==> config.mk <==
export PLATFORM = sky130hd
export DESIGN_NAME = pixel_raster_mix_unit
export DESIGN_NICKNAME = d
export VERILOG_FILES = /design/src/rtl/pixel_mix_pkg.sv /design/src/rtl/pixel_raster_mix_unit.sv
export SDC_FILE = /design/constraint.sdc
export NUM_CORES = 1
export LEC_CHECK = 0
export ABC_AREA = 1
export ABC_CLOCK_PERIOD_IN_PS = 5500
export BUFFER_PORTS_ARGS = -buffer_cell sky130_fd_sc_hd__buf_2
export CAP_MARGIN = 20
export CORE_MARGIN = 10
export CORE_UTILIZATION = 40
export DETAILED_ROUTE_END_ITERATION = 10
export SLEW_MARGIN = 25
export SYNTH_ARGS = -nofsm -noshare
export SYNTH_HDL_FRONTEND = slang
export SYNTH_SLANG_ARGS = --single-unit
==> constraint.sdc <==
create_clock -name mclk -period 5.5 [get_ports mclk]
set_input_delay 0.825 -clock mclk [delete_from_list [all_inputs] [get_ports mclk]]
set_output_delay 0.825 -clock mclk [all_outputs]
set_load 0.01 [all_outputs]
==> src/rtl/pixel_mix_pkg.sv <==
package pixel_mix_pkg;
  // ----------------------------------------------------------------
  // register offsets
  // ----------------------------------------------------------------
  localparam logic [15:0] OFS_PLANE_READ_MASK = 16'haee8;
  localparam logic [15:0] OFS_COLOUR_COMPARE = 16'hb2e8;
  localparam logic [15:0] OFS_BACKGROUND_MIX = 16'hb6e8;
  localparam logic [15:0] OFS_FOREGROUND_MIX = 16'hbae8;

  // ----------------------------------------------------------------
  // fields and reset values
  // ----------------------------------------------------------------
  localparam int RASTER_OP_MSB = 4;
  localparam int SOURCE_LSB = 5;
  localparam int SOURCE_MSB = 6;
  localparam logic [15:0] MIX_FIELD_MASK = 16'h007f;
  localparam logic [15:0] MIX_RESET = 16'h0000;
  localparam logic [7:0] SEGMENT_RESET = 8'h00;
  localparam logic [7:0] COMPONENT_MAX = 8'hff;
  localparam logic [7:0] COMPONENT_MIN = 8'h00;

  // ----------------------------------------------------------------
  // pixel depth, source and compare encodings
  // ----------------------------------------------------------------
  localparam logic [1:0] DEPTH_4BPP = 2'h0;
  localparam logic [1:0] DEPTH_8BPP = 2'h1;
  localparam logic [1:0] DEPTH_16BPP = 2'h2;
  localparam logic [1:0] DEPTH_32BPP = 2'h3;
  localparam logic [1:0] SRC_BACKGROUND = 2'h0;
  localparam logic [1:0] SRC_FOREGROUND = 2'h1;
  localparam logic [1:0] SRC_HOST = 2'h2;
  localparam logic [1:0] SRC_BITMAP = 2'h3;
  localparam logic [2:0] CMP_FALSE = 3'h0;
  localparam logic [2:0] CMP_TRUE = 3'h1;
  localparam logic [2:0] CMP_GE = 3'h2;
  localparam logic [2:0] CMP_LT = 3'h3;
  localparam logic [2:0] CMP_NE = 3'h4;
  localparam logic [2:0] CMP_EQ = 3'h5;
  localparam logic [2:0] CMP_LE = 3'h6;
  localparam logic [2:0] CMP_GT = 3'h7;
  localparam logic [4:0] MIX_SUM_SAT = 5'h1b;
endpackage

==> src/rtl/pixel_raster_mix_unit.sv <==
`timescale 1ns/10ps
module pixel_raster_mix_unit
  import pixel_mix_pkg::*;
(
  input wire logic mclk,
  input wire logic rst,
  input wire logic [15:0] ioAddr,
  input wire logic [15:0] ioWrData,
  input wire logic [1:0] ioByteEn,
  input wire logic ioWr,
  input wire logic ioRd,
  output logic [15:0] ioRdData,
  input wire logic extControl1Write,
  input wire logic commandActive,
  input wire logic softReset,
  input wire logic [1:0] pixelDepth,
  input wire logic [2:0] compareOperator,
  input wire logic acrossPlane,
  input wire logic pixelValid,
  input wire logic [3:0] mixChoice,
  input wire logic [31:0] bgColour,
  input wire logic [31:0] fgColour,
  input wire logic [31:0] hostData,
  input wire logic [31:0] bitmapData,
  input wire logic [31:0] dstData,
  output logic [31:0] mixResult,
  output logic [3:0] pixelKeep,
  output logic resultValid
);

  // ----------------------------------------------------------------
  // mix and compare functions on one 8-bit lane
  // ----------------------------------------------------------------
  function automatic logic [7:0] mix8(input logic [4:0] op,
                                      input logic [7:0] s,
                                      input logic [7:0] d);
    logic [8:0] sum;
    logic [8:0] ds;
    logic [8:0] sd;
    logic [7:0] r;
    sum = {1'b0, s} + {1'b0, d};
    ds = {1'b0, d} - {1'b0, s};
    sd = {1'b0, s} - {1'b0, d};
    r = d;
    case (op)
      5'h00: r = ~d;
      5'h01: r = 8'h00;
      5'h02: r = 8'hff;
      5'h03: r = d;
      5'h04: r = ~s;
      5'h05: r = s ^ d;
      5'h06: r = ~(s ^ d);
      5'h07: r = s;
      5'h08: r = ~(s & d);
      5'h09: r = ~s | d;
      5'h0a: r = s | ~d;
      5'h0b: r = s | d;
      5'h0c: r = s & d;
      5'h0d: r = s & ~d;
      5'h0e: r = ~s & d;
      5'h0f: r = ~(s | d);
      5'h10: r = (s < d) ? s : d;
      5'h11: r = ds[7:0];
      5'h12: r = sd[7:0];
      5'h13: r = sum[7:0];
      5'h14: r = (s > d) ? s : d;
      // halved forms keep the ninth bit so the shift sees the true value
      5'h15: r = ds[8:1];
      5'h16: r = sd[8:1];
      5'h17: r = sum[8:1];
      5'h18, 5'h19: r = ds[8] ? COMPONENT_MIN : ds[7:0];
      5'h1a: r = sd[8] ? COMPONENT_MIN : sd[7:0];
      5'h1b: r = sum[8] ? COMPONENT_MAX : sum[7:0];
      5'h1c, 5'h1d: r = ds[8] ? COMPONENT_MIN : {1'b0, ds[7:1]};
      5'h1e: r = sd[8] ? COMPONENT_MIN : {1'b0, sd[7:1]};
      5'h1f: r = sum[8:1];
      default: r = d;
    endcase
    return r;
  endfunction

  function automatic logic cmp8(input logic [2:0] op,
                                input logic [7:0] d,
                                input logic [7:0] c);
    logic hit;
    hit = 1'b0;
    unique case (op)
      CMP_FALSE: hit = 1'b0;
      CMP_TRUE: hit = 1'b1;
      CMP_GE: hit = d >= c;
      CMP_LT: hit = d < c;
      CMP_NE: hit = d != c;
      CMP_EQ: hit = d == c;
      CMP_LE: hit = d <= c;
      CMP_GT: hit = d > c;
    endcase
    return hit;
  endfunction

  // ----------------------------------------------------------------
  // register decode
  // ----------------------------------------------------------------
  logic [7:0] maskSeg [4];
  logic [7:0] cmpSeg [4];
  logic [1:0] maskCnt;
  logic [1:0] cmpCnt;
  logic [15:0] backgroundMix;
  logic [15:0] foregroundMix;
  logic [15:0] next_rdData;

  wire hitMask = ioAddr == OFS_PLANE_READ_MASK;
  wire hitCmp = ioAddr == OFS_COLOUR_COMPARE;
  wire hitBg = ioAddr == OFS_BACKGROUND_MIX;
  wire hitFg = ioAddr == OFS_FOREGROUND_MIX;
  // only the low byte carries segment data; the high byte is reserved
  wire maskLoad = ioWr && hitMask && ioByteEn[0];
  wire cmpLoad = ioWr && hitCmp && ioByteEn[0];
  wire segClear = extControl1Write || commandActive || softReset;
  wire highDepth = pixelDepth[1];
  wire [1:0] segWrap = (pixelDepth == DEPTH_32BPP) ? 2'h3 :
                       (pixelDepth == DEPTH_16BPP) ? 2'h1 : 2'h0;
  // each register steps only its own counter
  wire [1:0] next_maskCnt = segClear ? 2'h0 :
                            maskLoad ? ((maskCnt + 2'h1) & segWrap) :
                            maskCnt;
  wire [1:0] next_cmpCnt = segClear ? 2'h0 :
                           cmpLoad ? ((cmpCnt + 2'h1) & segWrap) :
                           cmpCnt;

  assign next_rdData = hitMask ? {8'h00, maskSeg[0]} :
                       hitCmp ? {8'h00, cmpSeg[0]} :
                       hitBg ? (backgroundMix & MIX_FIELD_MASK) :
                       hitFg ? (foregroundMix & MIX_FIELD_MASK) : 16'h0000;

  always_ff @(posedge mclk or posedge rst) begin
    if (rst) begin
      maskCnt <= 2'h0;
      cmpCnt <= 2'h0;
    end else begin
      maskCnt <= next_maskCnt;
      cmpCnt <= next_cmpCnt;
    end
  end

  always_ff @(posedge mclk or posedge rst) begin
    if (rst) begin
      backgroundMix <= MIX_RESET;
      foregroundMix <= MIX_RESET;
    end else if (ioWr && (hitBg || hitFg)) begin
      if (hitBg && ioByteEn[0]) begin
        backgroundMix[7:0] <= ioWrData[7:0];
      end
      if (hitBg && ioByteEn[1]) begin
        backgroundMix[15:8] <= ioWrData[15:8];
      end
      if (hitFg && ioByteEn[0]) begin
        foregroundMix[7:0] <= ioWrData[7:0];
      end
      if (hitFg && ioByteEn[1]) begin
        foregroundMix[15:8] <= ioWrData[15:8];
      end
    end
  end

  always_ff @(posedge mclk or posedge rst) begin
    if (rst) begin
      ioRdData <= 16'h0000;
    end else if (ioRd) begin
      ioRdData <= next_rdData;
    end
  end

  // ----------------------------------------------------------------
  // per-lane datapath, one 8-bit lane per nugget pixel segment
  // ----------------------------------------------------------------
  logic [7:0] laneMix [4];
  logic [4:0] laneOp [4];
  logic laneEq [4];
  logic laneHit [4];
  logic [3:0] next_keep;
  logic [31:0] next_result;

  genvar g;
  generate
    for (g = 0; g < 4; g++) begin : gLane
      localparam int PAIR = g % 2;
      // narrower depths replicate their low segments across the nugget
      wire [1:0] segIdx = (pixelDepth == DEPTH_32BPP) ? 2'(g) :
                          (pixelDepth == DEPTH_16BPP) ? 2'(PAIR) : 2'h0;
      wire [7:0] dstByte = dstData[8*g +: 8];
      wire [7:0] cmpByte = cmpSeg[segIdx];
      wire [7:0] maskByte = maskSeg[segIdx];
      wire useFg = mixChoice[g];
      wire [15:0] mixReg = useFg ? foregroundMix : backgroundMix;
      wire [1:0] srcSel = mixReg[SOURCE_MSB:SOURCE_LSB];
      wire [7:0] hostByte = acrossPlane ? hostData[8*g +: 8] :
                            hostData[8*segIdx +: 8];
      wire [7:0] srcByte = (srcSel == SRC_BACKGROUND) ? bgColour[8*g +: 8] :
                           (srcSel == SRC_FOREGROUND) ? fgColour[8*g +: 8] :
                           (srcSel == SRC_HOST) ? hostByte :
                           bitmapData[8*g +: 8];
      // masked planes read as zero into the mix
      wire [7:0] srcRead = srcByte & ~maskByte;
      wire [7:0] dstRead = dstByte & ~maskByte;
      wire arithBlocked = highDepth && laneOp[g][RASTER_OP_MSB];
      assign laneOp[g] = mixReg[RASTER_OP_MSB:0];
      // high colour depths have no arithmetic path; leave dst as is
      assign laneMix[g] = arithBlocked ? dstByte :
                          mix8(laneOp[g], srcRead, dstRead);
      assign laneEq[g] = dstByte == cmpByte;
      assign laneHit[g] = cmp8(compareOperator, dstByte, cmpByte);
      // wide pixels span lanes, so equality must hold on the whole pixel
      assign next_keep[g] =
        (!highDepth || compareOperator != CMP_EQ) ? laneHit[g] :
        (pixelDepth == DEPTH_16BPP) ? (laneEq[g] && laneEq[g ^ 1]) :
        (laneEq[0] && laneEq[1] && laneEq[2] && laneEq[3]);
      assign next_result[8*g +: 8] = next_keep[g] ? dstByte :
                                     laneMix[g];
    end
  endgenerate

  generate
    for (g = 0; g < 4; g++) begin : gSeg
      always_ff @(posedge mclk or posedge rst) begin
        if (rst) begin
          maskSeg[g] <= SEGMENT_RESET;
          cmpSeg[g] <= SEGMENT_RESET;
        end else begin
          if (maskLoad && maskCnt == 2'(g)) begin
            maskSeg[g] <= ioWrData[7:0];
          end
          if (cmpLoad && cmpCnt == 2'(g)) begin
            cmpSeg[g] <= ioWrData[7:0];
          end
        end
      end
    end
  endgenerate

  always_ff @(posedge mclk or posedge rst) begin
    if (rst) begin
      mixResult <= 32'h00000000;
      pixelKeep <= 4'h0;
      resultValid <= 1'b0;
    end else begin
      resultValid <= pixelValid;
      if (pixelValid) begin
        mixResult <= next_result;
        pixelKeep <= next_keep;
      end
    end
  end
endmodule

# After elaboration in Yosys (flattened, before gate mapping)
# Index checks and enable logic that the tools add are counted.
[totals] register_bits=135 latchBits=0 ram_bits=0 romBits=0 in_bits=212 n_memories=0
[op_classes] add_sub_neg=14 n_mul=0 div_mod_pow=0 magnitude_cmp=27 n_eq_ne=160 n_shift=3 n_mux=99 n_bitwise=65 reduce_logical=55
[op_table] operator="$pmux 8 s29" n=4
[op_table] operator="$mux 8" n=57
[op_table] operator="$eq 5x5->1 const B" n=64
[op_table] operator="$not 8->8" n=24
[op_table] operator="$and 8x8->8" n=20
[op_table] operator="$eq 5x4->1 const B" n=32
[op_table] operator="$mux 7" n=14
[op_table] operator="$bmux 8 s2" n=6
[op_table] operator="$or 8x8->8" n=12
[op_table] operator="$shiftx 32x6->8" n=3
[op_table] operator="$eq 5x3->1 const B" n=16
[op_table] operator="$sub 8x8->9" n=8
[op_table] operator="$eq 16x16->1 const B" n=4
[op_table] operator="$gt 8x8->1" n=8
[op_table] operator="$lt 8x8->1" n=8
[op_table] operator="$eq 5x2->1 const B" n=8
[op_table] operator="$add 8x8->9" n=4
[op_table] operator="$eq 8x8->1" n=4
[op_table] operator="$ge 8x8->1" n=4
[op_table] operator="$le 8x8->1" n=4
[op_table] operator="$ne 8x8->1" n=4
[op_table] operator="$pmux 1 s8" n=4
[op_table] operator="$xor 8x8->8" n=4
[op_table] operator="$reduce_or 2->1" n=12
[op_table] operator="21 further kinds" n=95

# Longest topological paths before layout
# Gate-level depths: netlist of the first run.
[depth] word_depth=14 mapped_depth=30

# Least setup slack after synthesis of the first run
# No wires, ideal clock.
[synth_timing] path_kind="in2reg" from="input port mixChoice[0]" to="register mixResult[1]" setup_time_ns=0.122 t_arrival_ns=3.865 required_ns=5.378 path_slack_ns=1.513 cell_stages=27 path_buffers=5 cell_sequence="buf_6 buf_6 o21ai_1 nand2_1 buf_2 o21ai_0 inv_1 nand2_1 inv_1 ha_1 clkbuf_2 nand2_1 inv_1 nand2_1 nand2_1 nand2_1 nand3_1 nand2_1 inv_1 buf_2 nand2_1 o211ai_1 nand2_1 nor2_1 nand3_1 nand2_1 a21oi_1"
[synth_via] elab_chain_cells=11
[synth_rtl] item="from (decl)" line_no="pixel_raster_mix_unit.sv:20" text="input wire logic [3:0] mixChoice,"
[synth_rtl] item="$mux 7 (*)" line_no="pixel_raster_mix_unit.sv:194" text="wire [15:0] mixReg = useFg ? foregroundMix : backgroundMix;"
[synth_rtl] item="$eq 2x2->1" line_no="pixel_raster_mix_unit.sv:200" text="(srcSel == SRC_HOST) ? hostByte :"
[synth_rtl] item="$mux 8" line_no="pixel_raster_mix_unit.sv:200"
[synth_rtl] item="$mux 8" line_no="pixel_raster_mix_unit.sv:199" text="(srcSel == SRC_FOREGROUND) ? fgColour[8*g +: 8] :"
[synth_rtl] item="$mux 8" line_no="pixel_raster_mix_unit.sv:198" text="wire [7:0] srcByte = (srcSel == SRC_BACKGROUND) ? bgColour[8*g +: 8] :"
[synth_rtl] item="$and 8x8->8" line_no="pixel_raster_mix_unit.sv:203" text="wire [7:0] srcRead = srcByte & ~maskByte;"
[synth_rtl] item="$sub 8x8->9 (tied with other cells)" line_no="pixel_raster_mix_unit.sv:43" text="sd = {1'b0, s} - {1'b0, d};"
[synth_rtl] item="$mux 7 (tied with other cells)" line_no="pixel_raster_mix_unit.sv:75" text="5'h1e: r = sd[8] ? COMPONENT_MIN : {1'b0, sd[7:1]};"
[synth_rtl] item="$pmux 8 s29" line_no="pixel_raster_mix_unit.sv:45" text="case (op)"
[synth_rtl] item="$mux 8 (*)" line_no="pixel_raster_mix_unit.sv:208" text="assign laneMix[g] = arithBlocked ? dstByte :"
[synth_rtl] item="$mux 8 (*)" line_no="pixel_raster_mix_unit.sv:217" text="assign next_result[8*g +: 8] = next_keep[g] ? dstByte :"
[synth_rtl] item="to (signal assigned)" line_no="pixel_raster_mix_unit.sv:248" text="mixResult <= next_result;"
[synth_rtl] item="to (decl)" line_no="pixel_raster_mix_unit.sv:26" text="output logic [31:0] mixResult,"
# Mark *: on every way between the ends. The rest lies on a longest branch, timed or not.
# A chain may end at the register's enable or synchronous reset.

# Final worst setup path of the first run
[layout_timing] from="register backgroundMix[6]" to="register mixResult[13]"
[layout_via] elab_chain_cells=11
[layout_rtl] item="from (decl)" line_no="pixel_raster_mix_unit.sv:107" text="logic [15:0] backgroundMix;"
[layout_rtl] item="from (signal assigned)" line_no="pixel_raster_mix_unit.sv:151" text="backgroundMix[7:0] <= ioWrData[7:0];"
[layout_rtl] item="$mux 7 (*)" line_no="pixel_raster_mix_unit.sv:194"
[layout_rtl] item="$eq 2x2->1" line_no="pixel_raster_mix_unit.sv:200"
[layout_rtl] item="$mux 8" line_no="pixel_raster_mix_unit.sv:200"
[layout_rtl] item="$mux 8" line_no="pixel_raster_mix_unit.sv:199"
[layout_rtl] item="$mux 8 (*)" line_no="pixel_raster_mix_unit.sv:198"
[layout_rtl] item="$and 8x8->8 (*)" line_no="pixel_raster_mix_unit.sv:203"
[layout_rtl] item="$sub 8x8->9 (tied with other cells)" line_no="pixel_raster_mix_unit.sv:43"
[layout_rtl] item="$mux 7 (tied with other cells)" line_no="pixel_raster_mix_unit.sv:75"
[layout_rtl] item="$pmux 8 s29 (*)" line_no="pixel_raster_mix_unit.sv:45"
[layout_rtl] item="$mux 8 (*)" line_no="pixel_raster_mix_unit.sv:208"
[layout_rtl] item="$mux 8 (*)" line_no="pixel_raster_mix_unit.sv:217"
# Marked as above.

==> metrics.md, run 1 <==
| Metric | Value |
|---|---|
| Outcome | `finished clean` |
| Period utilization | `about nine tenths` |
| R2R Path Start | `backgroundMix[6]` |
| Clock Path Buffers | `2` |
| Largest net degree at the start of global routing | `79` |
| Setup TNS Final | `0 ns` |
| Area of the core | `~0.058 mm^2` |
| Gpl congestion | `approximately 1.1` |
| 1st-iter DRT viols | `between 3000 and 4000` |
| Num CTS Buffers | `17` |
| Clk sink count | `approximately 130` |
| Total track usage | `34.1%` |
| CTS clock-pin slew for the worst setup and hold paths | `~0.08 ns` |
| XOR/XNOR share of the synthesized area | `under 10%` |
| # Post-CTS Setup Buffers | `0` |
| Placed wire-length estimate | `a little over 100 mm` |
| Ys async rst share | `100%` |
| Reg2reg end | `mixResult[13]` |
| Unique masters post-synth | `52` |
| Initial Util | `~40%` |
| FF-to-FF path depth | `24` |
| Syn-to-layout area delta | `12.4%` |
| Main combinational cell family by area after synthesis | `simple AND/OR/NAND/NOR gates` |
| Synth Flop Type | `dfrtp_1` |
| RSZ-0062 raised after global routing | `false` |
| Ys Warns | `0` |
| Vias | `30100` |
| I/O Buffers | `approximately 250` |
| Largest vdd supply drop | `between 0.0002 and 0.0003 V` |
| Fillers | `about 6600` |
| Worst-skew pair later-pin latency | `roughly 0.45 ns` |
| Worst reg2reg setup slack | `about 0.47 ns` |
| Worst hold path type | `primary input to asynchronous set/reset pin` |
| Max-slew headroom | `between 30% and 40%` |
| Drt via density | `around 5.6` |
| Non-filler cells, final | `between 5000 and 6000` |
| CTS HTree Levels | `4` |
| Antenna Nets Post-Route | `0` |
| Setup Skew | `~0.026 ns` |
| Overall die area | `between 0.06 and 0.07 mm^2` |
| Vias in the first global route | `roughly 27000` |
| Layout cells sized above 1 | `10.2%` |
| Max_cap viols | `0` |
| Crit Path Max Fanout | `7` |
| Yosys top cell by area | `nand2_1` |
| Mux contribution to synthesized area | `less than 1%` |
| CTS tree | `yes` |
| EDFF count, synth | `0` |
| DR pass1 iterations | `6` |
| First-pass GRT wire length | `176 mm` |
| Nets | `approximately 5000` |
| Synth top area share | `between 20% and 30%` |
| Critical path endpoint category | `flop` |
| CTS resizes | `0` |
| Netlist Area Pre-Place | `roughly 0.023 mm^2` |
| Simple-gate share of the synthesized area | `46.3%` |
| Mapped Cells | `around 4300` |
| Die Y | `262 um` |
| Post-synthesis sequential element count | `127` |
| Die width | `between 200 and 300 um` |
| Routed length per instance | `22.6 um` |
| Peak Freq | `0.199 GHz` |
| WL final | `approximately 120 mm` |
| Synthesized area per cell | `around 5.4 um^2` |
| Critical path class | `flop to flop` |
| CTS Hold Bufs | `0` |
| Sequential area share after synthesis | `between 10 and 15%` |
| Compound-cell area share of the yosys netlist | `~16%` |
| Final number of hold-violating endpoints | `0` |
| Adder-cell share of the synthesized area | `between 10% and 20%` |
| Root Driver | `clkbuf_16` |
| Placed Cells | `approximately 5300` |
| Initial antenna violation count | `4` |
| Synth top area cells | `nand2_1, dfrtp_1, ha_1` |
| Min cycle time layout | `between 5 and 6 ns` |
| Std cell rows | `around 90` |
| Count of final setup violators | `0` |
| Final Slew Violations | `0` |
| Pwr Density | `~190 mW/mm^2` |
| CP arrival | `between 5 and 6 ns` |
| I/O Pins | `265` |
| Pleak | `0.0145 uW` |
| Worst Tran Pin Value | `roughly 1.0 ns` |
| Worst EP required | `~6 ns` |
| GRT overflow | `0` |
| CP Launch Type | `flop` |
| # DRC | `0` |
==> how the worst max path moves through the flow <==
| stage | from | endpoint | slack, ns | cells past startpoint |
|---|---|---|---|---|
| global placement | acrossPlane | mixResult[31] | 0.17 | 25 |
| finish | backgroundMix[6] | mixResult[13] | 0.47 | 24 |
| CTS | acrossPlane | mixResult[31] | 0.66 | 25 |
| floorplan | rst | backgroundMix[0] | 1.29 | 1 |
| detailed placement | acrossPlane | mixResult[31] | 0.21 | 25 |
| global route | acrossPlane | mixResult[19] | 0.19 | 27 |
==> layout make-up <==
class                   count  area [um^2]  area share, %
diodes                      2         5.00         0.0190
inverters                 560         2110           8.03
well taps                 765          957           3.64
flip-flops and latches    127         3180           12.1
repair buffers            325         1820           6.93
clock inverters            12          159          0.605
clock buffers              20          457           1.74
multi-input cells        3571        17600           66.9
==> through the flow <==
| step | instance area (um^2) | worst slack [ns] | power (uW) | hold WS (ns) | util (%) |
|---|---|---|---|---|---|
| global route | 26300 | 0.192 | 5200 | 0.494 | 45.5 |
| global placement | 25600 | 0.175 | 3620 | 0.460 | 44.4 |
| floorplan | 23400 | 1.29 | 2680 | 0.446 | - |
| finish | 26300 | 0.471 | 4910 | 0.469 | 45.5 |
| detailed placement | 25700 | 0.207 | 3610 | 0.467 | 44.4 |
| CTS | 26300 | 0.663 | 4840 | 0.480 | 45.4 |
==> cell usage after synthesis, types with 15 or more instances <==
master    number
a21oi_1      190
buf_2         22
buf_6         15
clkbuf_1      40
dfrtp_1      127
ha_1         196
inv_1        541
inv_2         15
nand2_1     1527
nand2_2       24
nand3_1      326
nand4_1       61
nor2_1       581
nor2_2        24
nor3_1        37
o211ai_1      25
o21ai_0      373
o21ai_1       16
o21ai_2       18
o22ai_1       20
xor2_1        29
==> registers in the layout, summed over array words and instances (netlist names) <==
| register | flops |
|---|---|
| cmpCnt | 2 |
| maskCnt | 2 |
| backgroundMix | 7 |
| foregroundMix | 7 |
| cmpSeg | 32 |
| ioRdData | 8 |
| maskSeg | 32 |
| mixResult | 32 |
| pixelKeep | 4 |
| resultValid | 1 |
==> cell families after synthesis <==
kind of cell / after synthesis
and+or+nand+nor: 2633
DFF: 127
other: 1
AOI/OAI and AO/OA: 684
muxes: 2
adders and majority gates: 208
xor gates and xnor gates: 36
buffers and inverters: 654
==> critical path, stage by stage, from the launching register on <==
cell	delay (ns)
dfrtp_1	0.51
inv_1	0.25
o21ai_0	0.55
nand2_1	0.32
nand2_1	0.14
inv_1	0.09
nand2_1	0.07
nand3_1	0.08
nand2_1	0.22
inv_1	0.17
ha_1	0.26
fa_1	0.49
o21ai_0	0.43
nand2_1	0.09
nand2_1	0.23
nand2_1	0.17
inv_2	0.14
o21ai_0	0.08
o21ai_0	0.11
nor2_1	0.08
nand2_1	0.11
nor2_1	0.06
nand3_1	0.07
nand2_1	0.07
a21oi_1	0.15
==> placed cells by master (no fill, tap or decap), types with 15 or more instances in the layout <==
cell,count
nand2_1,1527
nor2_1,581
inv_1,540
o21ai_0,373
nand3_1,326
buf_2,247
ha_1,196
a21oi_1,190
dfrtp_1,127
buf_4,78
nand4_1,61
nor3_1,36
xor2_1,29
o211ai_1,25
nand2_2,24
nor2_2,24
o22ai_1,20
o21ai_2,18
clkbuf_16,17
o21ai_1,16
inv_2,15
==> layer usage <==
metal | GRT usage (%) | vias to the layer above | routed length [um]
li1 | - | 14300 | -
met1 | 43.8 | 13800 | 49000
met2 | 53.6 | 1641 | 53700
met3 | 6.21 | 314 | 11800
met4 | 18.2 | 4 | 7340
met5 | 0 | - | 23
==> power by group <==
group | leakage (uW) | switching (uW) | internal [uW] | total (uW)
Clock | 0.000285 | 491 | 740 | 1230
Combinational | 0.0126 | 1890 | 770 | 2660
Sequential | 0.00164 | 34.5 | 984 | 1020
No activity file was read; power rests on OpenSTA's default activity.
==> run 2: changes to the inputs <==
PLACE_DENSITY_LB_ADDON = 0.25   (was not set)
==> metrics.md, run 2 (synthesis gave the netlist of run 1 again) <==
| Metric | Value |
|---|---|
| Outcome | `finished clean` |
| Clock Path Buffers | `2` |
| Pwr Density | `190 mW/mm^2` |
| # DRC | `0` |
| Initial antenna violation count | `8` |
| Critical path class | `primary input to flop` |
| Placed wire-length estimate | `roughly 100 mm` |
| Die width | `roughly 260 um` |
| Overall die area | `roughly 0.069 mm^2` |
| Largest vdd supply drop | `around 0.00022 V` |
| Vias in the first global route | `~28000` |
| GRT overflow | `0` |
| Critical path endpoint category | `flop` |
| CTS resizes | `0` |
| Layout cells sized above 1 | `roughly a tenth` |
| I/O Pins | `around 270` |
| Worst EP required | `~6 ns` |
| Final number of hold-violating endpoints | `0` |
| Std cell rows | `88` |
| Largest net degree at the start of global routing | `76` |
| Nets | `about 5000` |
| CTS clock-pin slew for the worst setup and hold paths | `0.07 ns` |
| Antenna Nets Post-Route | `0` |
| Most frequent cells in the layout | `nand2_1, nor2_1, inv_1` |
| RSZ-0062 raised after global routing | `false` |
| Pre-CTS setup slack | `around 0.22 ns` |
| CTS tree | `yes` |
| CP arrival | `~5.5 ns` |
| I/O Buffers | `roughly 250` |
| Die Y | `about 260 um` |
| CP Launch Type | `primary input` |
| Syn-to-layout area delta | `12.6%` |
| DR pass1 iterations | `6` |
| WL final | `approximately 120 mm` |
| Num CTS Buffers | `17` |
| Period utilization | `~94%` |
| Crit Path Max Fanout | `25` |
| CTS Hold Bufs | `0` |
| Top flop regs | `cmpSeg: 32 flops, maskSeg: 32 flops, mixResult: 32 flops` |
| Drt via density | `~5.6` |
| Final WS setup | `approximately 0.36 ns` |
| Total track usage | `between 30% and 40%` |
| Min cycle time layout | `slightly above 5 ns` |
| Routed length per instance | `22.1 um` |
| Commonest non-fill, non-tap cell in the layout | `nand2_1` |
| Peak Freq | `0.194 GHz` |
| Max-slew headroom | `39.3%` |
| First-pass GRT wire length | `about 170 mm` |
| Worst Tran Pin Value | `between 0.8 and 0.9 ns` |
| Gpl congestion | `around 1.1` |
| Count of final setup violators | `0` |
| Pleak | `around 0.015 uW` |
| Worst hold path type | `flop to flop` |
| Area of the core | `0.0578 mm^2` |
| Root Driver | `clkbuf_16` |
| Final Util | `around 46%` |
| Final Slew Violations | `0` |
| Initial Util | `between 40% and 50%` |
| Max_cap viols | `0` |
| Vias | `between 30000 and 40000` |
| Worst-skew pair later-pin latency | `roughly 0.45 ns` |
| Clk sink count | `roughly 130` |
| Setup TNS Final | `0 ns` |
| # Post-CTS Setup Buffers | `0` |
| 1st-iter DRT viols | `between 3000 and 4000` |
| Setup Skew | `between 0.01 and 0.015 ns` |
| CTS HTree Levels | `4` |
-- run 2: cell types whose count changed in the layout (fill, tap and decap cells not counted), sizes merged --
cell | before | now
clkbuf | 20 | 18
clkinvlp | 5 | 1
clkinv | 5 | 8
buf | 325 | 320
inv | 559 | 558
diode | 2 | 5
bufinv | 3 | 6
-- run 2: final timing paths --
path	startpoint	endpoint	slack (ns)	depth (start not counted)
setup / recovery	pixelDepth[1]	mixResult[25]	0.36	22
hold / removal	maskSeg[7]	maskSeg[7]	0.48	2
setup reg to reg	backgroundMix[6]	mixResult[13]	0.57	25
hold reg to reg	maskSeg[7]	maskSeg[7]	0.48	2
max in group asynchronous	rst	cmpSeg[7]	3.71	3
min in group asynchronous	rst	mixResult[2]	0.50	2
-- run 2: worst max-delay path, cell delays in order --
cell and delay (ns):
buf_2 0.10, buf_4 0.32, inv_1 0.29, o21ai_0 0.60, o21ai_0 0.46, nor2_1 0.50
buf_4 0.22, ha_1 0.27, nor2_1 0.13, nand2_1 0.07, nand2_1 0.15, nand2_1 0.10
nand2_1 0.10, nand2_1 0.13, nand2_1 0.16, nand2_1 0.09, nand2_1 0.27, nor2_1 0.09
nor3_1 0.30, nand3_1 0.13, nand2_1 0.08, a21oi_1 0.06
-- run 2: per-layer routing --
metal / GRT usage [%] / up-vias / wire length (um)
met5: 0 / - / 40
li1: - / 14300 / -
met2: 52.5 / 1725 / 52500
met4: 19.8 / 6 / 7640
met3: 6.44 / 361 / 11700
met1: 42.0 / 13800 / 47200
-- run 2: area by class of cell --
class	count	area [um^2]
clock inverters	13	236
diodes	5	12.5
inverters	560	2110
fillers	6567	31500
flip-flops and latches	127	3180
multi-input cells	3571	17600
clock buffers	18	439
well taps	765	957
repair buffers	320	1780
-- run 2: stage by stage --
stage	area (um^2)	hold WS, ns	cells	power [uW]
4_1_cts	26300	0.480	5374	4920
2_1_floorplan	23400	0.446	4352	2680
3_5_place_dp	25600	0.465	5343	3580
6_report	26300	0.477	5379	5000
5_1_grt	26300	0.498	5376	5280
3_3_place_gp	25600	0.460	5343	3580
-- run 2: where the power goes --
| group | leakage [uW] | internal (uW) | total (uW) | switching, uW |
|---|---|---|---|---|
| sequential | 0.00164 | 984 | 1020 | 37.2 |
| clock | 0.000327 | 863 | 1350 | 486 |
| combinational | 0.0126 | 772 | 2630 | 1860 |
